==> config.mk <==
export PLATFORM = sky130hd
export DESIGN_NAME = hrc_range_compare
export DESIGN_NICKNAME = d
export VERILOG_FILES = /design/src/hw/hrc_pkg.sv /design/src/hw/hrc_range_compare.sv
export VERILOG_INCLUDE_DIRS = /design/src /design/src/hw
export SDC_FILE = /design/constraint.sdc
export NUM_CORES = 2
export LEC_CHECK = 0
export BUFFER_PORTS_ARGS = -buffer_cell sky130_fd_sc_hd__buf_4
export CAP_MARGIN = 25
export CELL_PAD_IN_SITES_DETAIL_PLACEMENT = 1
export CELL_PAD_IN_SITES_GLOBAL_PLACEMENT = 2
export CORE_MARGIN = 3
export CORE_UTILIZATION = 45
export CTS_CLUSTER_SIZE = 10
export DETAILED_ROUTE_END_ITERATION = 12
export PLACE_DENSITY_LB_ADDON = 0.1
export SKIP_CTS_REPAIR_TIMING = 1
export SLEW_MARGIN = 20
export SYNTH_ARGS = -nofsm -noshare
export SYNTH_HDL_FRONTEND = slang
export SYNTH_SLANG_ARGS = --single-unit
==> constraint.sdc <==
create_clock -name clk_sys -period 104.3 [get_ports clk_sys]
set_clock_uncertainty 0.05 [all_clocks]
set_input_delay 20.86 -clock clk_sys [delete_from_list [all_inputs] [get_ports clk_sys]]
set_output_delay 20.86 -clock clk_sys [all_outputs]
set_load 0.01 [all_outputs]
==> src/hw/hrc_map.svh <==
`ifndef HRC_MAP_SVH
`define HRC_MAP_SVH
`define HRC_TABLE_BASE    8'h00
`define HRC_TABLE_WORDS   8'h28
`define HRC_PV_BASE       8'h40
`define HRC_STATUS0       8'h48
`define HRC_CTRL          8'h49
`define HRC_CMD           8'h4A
`define HRC_IRQ_INFO      8'h4B
`define HRC_RING_MAX      8'h4C
`define HRC_PV_SET        8'h4D
`define HRC_SCAN          8'h4E
`define HRC_TASK_OFF      16'hAAAA
`define HRC_RANGE_OFF     16'hFFFF
`define HRC_ENTER_BIT     15
`define HRC_CTRL_CMP      0
`define HRC_CTRL_RING     1
`define HRC_CMD_START     0
`define HRC_CMD_READ      1
`define HRC_CMD_CONV      2
`define HRC_CMD_SETPV     3
`define HRC_CMD_SETMAX    4
`define HRC_CMD_RESET     5
`define HRC_CMD_ACK       6
`define HRC_SCAN_DEF      32'h0000_C350
`endif

==> src/hw/hrc_pkg.sv <==
package hrc_pkg;
    typedef struct packed {
        logic        up;
        logic        down;
    } hrc_pulse_s;
    typedef enum logic [0:0] {
        HRC_IDLE = 1'b0,
        HRC_BUSY = 1'b1
    } hrc_irq_e;
    typedef struct packed {
        logic [39:0][15:0] tbl;
        logic [3:0][31:0]  cnt;
        logic [3:0][31:0]  pv;
        logic [7:0]        inr;
        logic [7:0]        prev;
        logic [1:0]        ctrl;
        logic [31:0]       ring_max;
        logic [31:0]       pv_set;
        logic [31:0]       scan_len;
        logic [31:0]       scan_cnt;
        hrc_irq_e          irq_st;
        logic [7:0]        irq_task;
        logic [31:0]       rdat;
        logic              ack;
    } hrc_state_s;
endpackage

==> src/hw/hrc_range_compare.sv <==
`timescale 1ns/100ps
`include "hrc_map.svh"
module hrc_range_compare (
    input  wire logic              clk_sys,
    input  wire logic              sys_rst,
    input  wire logic              op_start,
    input  wire hrc_pkg::hrc_pulse_s [3:0] pulse_in,
    input  wire logic              wb_cyc_i,
    input  wire logic              wb_stb_i,
    input  wire logic              wb_we_i,
    input  wire logic [7:0]        wb_adr_i,
    input  wire logic [3:0]        wb_sel_i,
    input  wire logic [31:0]       wb_dat_i,
    output logic [31:0]            wb_dat_o,
    output logic                   wb_ack_o,
    output logic                   irq_req,
    output logic [7:0]             irq_task
);
    hrc_pkg::hrc_state_s s_r;
    hrc_pkg::hrc_state_s s_nxt;

    logic       wr;
    logic [7:0] in_now;
    logic [7:0] adr;
    logic       refresh;
    logic       eval;
    logic       ld_cmd;
    logic [31:0] cmp_cnt;

    assign adr = wb_adr_i;
    assign wr  = wb_cyc_i & wb_stb_i & wb_we_i & ~s_r.ack & (&wb_sel_i);
    assign ld_cmd = wr && (adr == `HRC_CMD);
    // A load or reset command is compared with the value being written, so the flags
    // evaluated by that command already describe the new count.
    assign cmp_cnt = (ld_cmd && wb_dat_i[`HRC_CMD_RESET]) ? 32'h0000_0000
                   : (ld_cmd && wb_dat_i[`HRC_CMD_SETPV]) ? s_r.pv_set : s_r.cnt[0];

    // Each range is compared against cmp_cnt: the live counter 0 value, or the value a load or reset command sets.
    generate
        for (genvar g = 0; g < 8; g++) begin : g_rng
            logic [31:0] lo;
            logic [31:0] hi;
            logic        dis;
            assign lo  = {s_r.tbl[g*5+1], s_r.tbl[g*5]};
            assign hi  = {s_r.tbl[g*5+3], s_r.tbl[g*5+2]};
            assign dis = (s_r.tbl[g*5+4] == `HRC_RANGE_OFF);
            assign in_now[g] = ~dis && (cmp_cnt >= lo) && (cmp_cnt <= hi);
        end
    endgenerate

    always_comb begin
        int          i;
        logic [7:0]  cmd;
        i     = 0;
        s_nxt = s_r;
        cmd   = 8'h00;
        s_nxt.ack = wb_cyc_i & wb_stb_i & ~s_r.ack;
        if (wr && adr == `HRC_CMD) begin
            cmd = wb_dat_i[7:0];
        end
        for (i = 0; i < 4; i++) begin
            if (pulse_in[i].up && !pulse_in[i].down) begin
                if (s_r.ctrl[`HRC_CTRL_RING] && s_r.cnt[i] >= s_r.ring_max) begin
                    s_nxt.cnt[i] = 32'h0000_0000;
                end else begin
                    s_nxt.cnt[i] = s_r.cnt[i] + 32'h0000_0001;
                end
            end else if (pulse_in[i].down && !pulse_in[i].up) begin
                if (s_r.ctrl[`HRC_CTRL_RING] && s_r.cnt[i] == 32'h0000_0000) begin
                    s_nxt.cnt[i] = s_r.ring_max;
                end else begin
                    s_nxt.cnt[i] = s_r.cnt[i] - 32'h0000_0001;
                end
            end
        end
        if (cmd[`HRC_CMD_SETPV]) begin
            s_nxt.cnt[0] = s_r.pv_set;
        end
        if (cmd[`HRC_CMD_RESET]) begin
            s_nxt.cnt[0] = 32'h0000_0000;
        end
        if (cmd[`HRC_CMD_SETMAX]) begin
            s_nxt.ring_max = s_r.pv_set;
        end
        // Scan period divider gives the per-scan refresh enable.
        if (s_r.scan_cnt >= s_r.scan_len) begin
            s_nxt.scan_cnt = 32'h0000_0000;
        end else begin
            s_nxt.scan_cnt = s_r.scan_cnt + 32'h0000_0001;
        end
        refresh = (s_r.scan_cnt >= s_r.scan_len) | cmd[`HRC_CMD_READ] | cmd[`HRC_CMD_CONV]
                | cmd[`HRC_CMD_SETPV] | cmd[`HRC_CMD_SETMAX];
        eval = refresh | cmd[`HRC_CMD_RESET];
        if (refresh) begin
            s_nxt.pv = s_nxt.cnt;
        end
        if (eval) begin
            s_nxt.inr = in_now;
        end
        // Entry detection uses the live compare so a short visit is still caught.
        s_nxt.prev = in_now;
        if (s_r.irq_st == hrc_pkg::HRC_IDLE && s_r.ctrl[`HRC_CTRL_CMP]) begin
            for (i = 7; i >= 0; i--) begin
                if (in_now[i] && !s_r.prev[i] && s_r.tbl[i*5+4][`HRC_ENTER_BIT]
                    && s_r.tbl[i*5+4] != `HRC_TASK_OFF) begin
                    s_nxt.irq_st   = hrc_pkg::HRC_BUSY;
                    s_nxt.irq_task = s_r.tbl[i*5+4][7:0];
                end
            end
        end
        if (s_r.irq_st == hrc_pkg::HRC_BUSY && cmd[`HRC_CMD_ACK]) begin
            s_nxt.irq_st = hrc_pkg::HRC_IDLE;
        end
        if (wr) begin
            if (adr < `HRC_TABLE_WORDS) begin
                s_nxt.tbl[adr[5:0]] = wb_dat_i[15:0];
            end else if (adr == `HRC_CTRL) begin
                s_nxt.ctrl = wb_dat_i[1:0];
            end else if (adr == `HRC_PV_SET) begin
                s_nxt.pv_set = wb_dat_i;
            end else if (adr == `HRC_RING_MAX) begin
                s_nxt.ring_max = wb_dat_i;
            end else if (adr == `HRC_SCAN) begin
                s_nxt.scan_len = wb_dat_i;
            end
        end
        if (op_start || cmd[`HRC_CMD_START]) begin
            s_nxt.pv  = '0;
            s_nxt.inr = 8'h00;
        end
        s_nxt.rdat = 32'h0000_0000;
        // two halves, flags at bit 0
        if (adr < `HRC_TABLE_WORDS) begin
            s_nxt.rdat = {16'h0000, s_r.tbl[adr[5:0]]};
        end else if (adr >= `HRC_PV_BASE && adr < `HRC_STATUS0) begin
            s_nxt.rdat = adr[0] ? {16'h0000, s_r.pv[adr[2:1]][31:16]}
                                : {16'h0000, s_r.pv[adr[2:1]][15:0]};
        end else if (adr == `HRC_STATUS0) begin
            s_nxt.rdat = {23'h000000, s_r.ctrl[`HRC_CTRL_CMP], s_r.inr};
        end else if (adr == `HRC_CTRL) begin
            s_nxt.rdat = {30'h00000000, s_r.ctrl};
        end else if (adr == `HRC_IRQ_INFO) begin
            s_nxt.rdat = {23'h000000, s_r.irq_st == hrc_pkg::HRC_BUSY, s_r.irq_task};
        end else if (adr == `HRC_RING_MAX) begin
            s_nxt.rdat = s_r.ring_max;
        end else if (adr == `HRC_PV_SET) begin
            s_nxt.rdat = s_r.pv_set;
        end else if (adr == `HRC_SCAN) begin
            s_nxt.rdat = s_r.scan_len;
        end
    end

    always_ff @(posedge clk_sys or posedge sys_rst) begin
        if (sys_rst) begin
            s_r          <= '0;
            s_r.scan_len <= `HRC_SCAN_DEF;
        end else begin
            s_r <= s_nxt;
        end
    end

    assign wb_ack_o = s_r.ack;
    assign wb_dat_o = s_r.rdat;
    assign irq_req  = (s_r.irq_st == hrc_pkg::HRC_BUSY);
    assign irq_task = s_r.irq_task;
endmodule

# Yosys cells after proc, flatten, opt, wreduce, memory -nomap -nowiden

Cells that the tools add are included.

$add $sub $neg: 9
Order comparisons: 27
Equality and inequality tests: 23
Muxes and demuxes: 61
Bitwise logic cells: 24
Reduce and logical (&&, ||, !) cells: 96

Operators with widths:

| operator                                            | count |
|---|---|
| two-way mux 32 bit                                  | 37 |
| bitwise mux 640 bit                                 | 1 |
| >= comparator 32 bit                                | 13 |
| two-way mux 96 bit                                  | 3 |
| <= comparator 32 bit                                | 8 |
| adder 32 x 1 -> 32 bit, second input constant       | 5 |
| two-way mux 136 bit                                 | 1 |
| equality test 16 bit, second input constant         | 8 |
| zero test 32 bit                                    | 4 |
| two-way mux 128 bit                                 | 1 |
| != test 16 bit, second input constant               | 8 |
| subtractor 32 x 1 -> 32 bit, second input constant  | 4 |
| binary-select mux 16 bit (select 6 bit)             | 1 |
| demux 16 bit (select 6 bit)                         | 1 |
| two-way mux 9 bit                                   | 9 |
| binary-select mux 32 bit (select 2 bit)             | 1 |
| logical AND 1 bit                                   | 63 |
| equality test 8 x 7 -> 1 bit, second input constant | 7 |
| two-way mux 16 bit                                  | 3 |
| zero test 1 bit                                     | 16 |
| NOT 1 bit                                           | 14 |
| nonzero test 9 bit                                  | 1 |
| >= comparator 8 x 7 -> 1 bit, second input constant | 1 |
| < comparator 8 x 6 -> 1 bit, second input constant  | 1 |
| 16 further kinds                                    | 29 |

Bits in registers: 1,084
Bits of input ports: 58
Output and inout port bits: 42
Logic and storage cells: 299

# Depth between registers and ports, before layout

Depth in word-level cells: 24
Mapped depth: 23
Gate-level depth less buffers: 18

# Worst setup path after synthesis

OpenSTA, ideal clock, no wires.

Path type: input port to flip-flop
Start point: input port wb_adr_i[0]
End point: register s_r, in the netlist irq_task[7]
Setup time: 127 ps
Arrival: 26,344 ps
Required time: 104,123 ps
Setup slack: 77,778 ps
Stages: 21
Buffers on the path: 5
Cells stage by stage: buf_6 or4b_4 or4_4 nor2_1 clkbuf_1 clkbuf_1 buf_1 nand2_1 a21oi_1 ha_1 nand4_1 nor4_1 nand4_1 nor4b_1 nor4_1 o2bb2ai_1 or2_2 buf_2 nand4_1 o311ai_4 mux2_1

Longest elaborated chain between the ends: 18
Elaborated cells between the ends (all ways): 71
Classes of those cells: order compare: 16; eq/ne: 1; mux: 9; reduce/logical: 45

Ends and longest elaborated chain:

| element                                         | RTL line                 | RTL |
|---|---|---|
| from (decl)                                     | hrc_range_compare.sv:11  | `input wire logic [7:0] wb_adr_i,` |
| equality test 8 x 7 -> 1 bit (no source line) * | n/a                      |  |
| logical AND 1 bit *                             | hrc_range_compare.sv:32  | `` assign ld_cmd = wr && (adr == `HRC_CMD); `` |
| logical AND 1 bit                               | hrc_range_compare.sv:36  | `` : (ld_cmd && wb_dat_i[`HRC_CMD_SETPV]) ? s_r.pv_set : s_r.cnt[0]; `` |
| two-way mux 32 bit                              | hrc_range_compare.sv:36  |  |
| two-way mux 32 bit *                            | hrc_range_compare.sv:35  | `` assign cmp_cnt = (ld_cmd && wb_dat_i[`HRC_CMD_RESET]) ? 32'h0000_0000 `` |
| >= comparator 32 bit                            | hrc_range_compare.sv:47  | `assign in_now[g] = ~dis && (cmp_cnt >= lo) && (cmp_cnt <= hi);` |
| logical AND 1 bit (2 in a row)                  | hrc_range_compare.sv:47  |  |
| logical AND 1 bit (2 in a row)                  | hrc_range_compare.sv:104 | `` if (in_now[i] && !s_r.prev[i] && s_r.tbl[i*5+4][`HRC_ENTER_BIT] `` |
| logical AND 1 bit (no source line)              | n/a                      |  |
| two-way mux 9 bit (7 in a row)                  | hrc_range_compare.sv:104 |  |
| to (signal assigned)                            | hrc_range_compare.sv:158 | `s_r <= s_nxt;` |
| to (decl)                                       | hrc_range_compare.sv:19  | `hrc_pkg::hrc_state_s s_r;` |

Mark *: on every way between the ends. The rest lies on a longest branch, timed or not.
A chain may end at the register's enable or synchronous reset.

# Final worst setup path

Ends and elaborated chain as after synthesis.

==> flow_summary_export.csv <==
group,metric,value,unit
run_status,status,"finished, final reports clean",
worst_setup_path,cpLargestDelayFamily,"simple AND/OR/NAND/NOR gates",
drt,drt_iter0_markers,7685,
final_layout,fin_cells,9998,
logic_synthesis,synth_cell_types,101,
grt,grt_pass1_wl,517000,um
worst_setup_path,path_cells,"clkbuf_8 > or4b_4 > nor4_4 > buf_4 > and2_4 > buf_4 > a21oi_4 > buf_4 > ha_1 > nand4_1 > nor4_1 > nand4_1 > nor4b_1 > nor4_1 > o2bb2ai_1 > or2_2 > nand4_1 > o311ai_4 > mux2_1",
final_layout,syn_to_final_growth,10.1,%
timing,fmax,0.0367,GHz
clocking,clk_latency,0.82,ns
clocking,numCtsBuffers,139,
drt,post_drt_wl_per_cell,36.7,um
timing,post-route-min-period,27.22,ns
die,die_w,411,um
placement,dp.cells,9772,
die,floorplan.initialDensity,0.456,
power_and_ir_drop,ir_worst_vdd,0.0191,mV
timing,rsz0062_at_grt,"false",
timing,worst_pin_slew,1.27,ns
grt,grt_pass1_vias,68200,
final_layout,nFillCells,18000,
logic_synthesis,ys_warn_count,0,
placement,io_buffers,99,
logic_synthesis,synth_top_area_frac,0.366,
clocking,root_buffer,"clkbuf_16",
logic_synthesis,synthTopCellsByArea,"dfrtp_1 (37%), ha_1 (11%), mux2_2 (9.6%), a21oi_1 (3.3%), inv_1 (3.3%)",
drt,drt-vias-per-instance,6.78,
worst_setup_path,worstPathMaxFanout,58,
grt,met2_usage,0.648,
power_and_ir_drop,power.density,16.7,mW/mm^2
clocking,cts_sinks,1084,
grt,grt_max_degree,154,
worst_setup_path,arrival,27.87,ns
timing,maxSlewHeadroom,0.154,
power_and_ir_drop,power_leakage,36.9,nW
timing,fin_crit_sh,0.261,
placement,post_dp_cell_area,0.0768,mm^2
timing,slew_viol_final,0,
logic_synthesis,synth-edff-count,0,
worst_setup_path,path_buf_inv,4,
worst_setup_path,cp_slowest_cell,"o311ai_4",
clocking,clockBufferDepth,3,
timing,final-setup-viol-count,0,
timing,final-hold-violation-count,0,
worst_setup_path,max_stage_delay,0.72,ns
grt,antenna_found_initial,25,
grt,grt_usage,0.428,
logic_synthesis,synthesis.area,0.0737,mm^2
clocking,clk_pin_slew,0.06,ns
logic_synthesis,synth_seq_cells,1084,
grt,grt_most_used_layer,"met2",
logic_synthesis,syn_area_per_cell,9.35,um^2
die,num_io_pins,100,
worst_setup_path,critPathKind,"in2reg",
flow_run,maxCapViolCount,0,
die,die_area,0.169,mm^2
final_layout,layout.nets,8481,
logic_synthesis,ys_seq_area_frac,0.368,
drt,dr.pass1.iters,6,
grt,gr-usage-met3,0.0818,
logic_synthesis,synthCells,7884,
logic_synthesis,synth_ff_type,"dfrtp_1",
die,die_h,411,um
clocking,cts_tree,"yes",
drt,dr_total_vias,67700,
drt,antenna_left,0,
drt,drt_wl_total,367000,um
logic_synthesis,syn-num-nets,8607,
logic_synthesis,synth_top_area_cell,"dfrtp_1",
clocking,htreeDepth,4,
die,core.rowCount,147,
die,core_area,0.162,mm^2
worst_setup_path,start_kind,"input port",
worst_hold_path,hold_path.class,"reg2reg",
drt,post-route-drc-count,0,
grt,gr-total-overflow,0,
final_layout,drive_above_1_share,0.167,
placement,gp_congestion,1.03,
final_layout,fin_area,0.0812,mm^2
timing,setup-tns-final,0,ns
logic_synthesis,async_flop_share,1.00,
worst_setup_path,setup.worst_path.end_class,"flip-flop",
worst_setup_path,critPathRequiredTime,104.95,ns
placement,dp_hpwl,263000,um
grt,globalRouteMet1Util,0.541,
[synth_stat cells (113+ instances only)]
library cell  instances
dfrtp_1            1078
nor2_1              473
ha_1                665
a21oi_1             491
a221oi_1            113
nand3_1             182
inv_1               654
o21ai_0             485
nand2_1             629
mux2i_1             134
mux2_2              628
nand4_1             181
a21o_1              146
clkbuf_1            434
nor3_1              134
[cells by family (layout without fill, tap and decap cells)]
group	after synthesis	after routing	synth area share
and+or+nand+nor	1995	1995	0.130
AOI/OAI and AO/OA	1994	1994	0.177
buffers and inverters	1210	1158	0.0647
DFF	1084	1084	0.368
muxes	826	826	0.134
adders and majority gates	668	668	0.113
xor gates and xnor gates	107	107	0.0127
other	0	6	0
[final timing paths]
check,start,endpoint,slack [ns],cells after the start
max,wb_adr_i[0],irq_task[7],77.08,19
min,g_rng[6].hi[3],g_rng[6].hi[3],0.44,2
max reg2reg,wb_ack_o,irq_task[7],96.86,18
min reg2reg,g_rng[6].hi[3],g_rng[6].hi[3],0.44,2
max in group asynchronous,sys_rst,s_r[280],80.80,6
min in group asynchronous,sys_rst,s_r[837],20.13,2
[cell usage in the layout, fill, tap and decap left out, types with 146 or more instances in the layout]
| cell | instances |
|---|---|
| nand2_1 | 627 |
| ha_1 | 665 |
| buf_4 | 274 |
| nand4_1 | 181 |
| a21o_1 | 146 |
| inv_1 | 650 |
| dfrtp_1 | 1078 |
| mux2_2 | 628 |
| a21oi_1 | 457 |
| nor2_1 | 459 |
| o21ai_0 | 485 |
| nand3_1 | 182 |
[layer usage]
metal  vias to the layer above  part of all wire
met5                         -           0.00020
met4                        12             0.092
met3                      1080             0.082
met2                      3450              0.43
met1                     34700              0.39
li1                      28500                 -
[sequential cells by signal, indices dropped and copies added (netlist names)]
name      flops
g_rng.hi    256
wb_dat_o     32
irq_task      8
g_rng.lo    256
wb_ack_o      1
irq_req       1
s_r         530
[through the flow]
step                      hold slack [ns]  utilization  power [mW]  worst slack [ns]
after floorplan                     0.400            -       0.715             52.88
after global placement              0.414        0.475       0.865             76.53
after detailed placement            0.427        0.475       0.878             76.33
after CTS                           0.440        0.501        1.35             77.17
after global routing                0.460        0.502        1.41             76.79
final                               0.438        0.502        1.36             77.08
[power by group]
group	switching [mW]	internal, mW	total [mW]
registers	0.0525	0.442	0.495
logic	0.254	0.138	0.392
clock network	0.198	0.274	0.472
total	0.505	0.854	1.36
[worst register-to-register path: stages, from the launching register on]
cell       delay, ns
dfrtp_1         0.38
nand4b_1        0.66
nor4_4          0.45
buf_4           0.25
and2_4          0.51
buf_4           0.62
a21oi_4         0.05
buf_4           0.32
ha_1            0.44
nand4_1         0.16
nor4_1          0.60
nand4_1         0.23
nor4b_1         0.34
nor4_1          0.09
o2bb2ai_1       0.63
or2_2           0.30
nand4_1         0.15
o311ai_4        0.72
mux2_1          0.38
[area by class of cell]
cell class | count | area (um^2) | area share
Multi-Input combinational cell | 5590 | 42400 | 0.522
Sequential cell | 1084 | 27100 | 0.334
Clock buffer | 186 | 3890 | 0.0479
Tap cell | 2160 | 2700 | 0.0333
Inverter | 657 | 2470 | 0.0305
Timing Repair Buffer | 286 | 2240 | 0.0276
Clock inverter | 29 | 343 | 0.00422
Antenna cell | 6 | 15.0 | 0.000185
No activity file was read; power rests on OpenSTA's default activity.
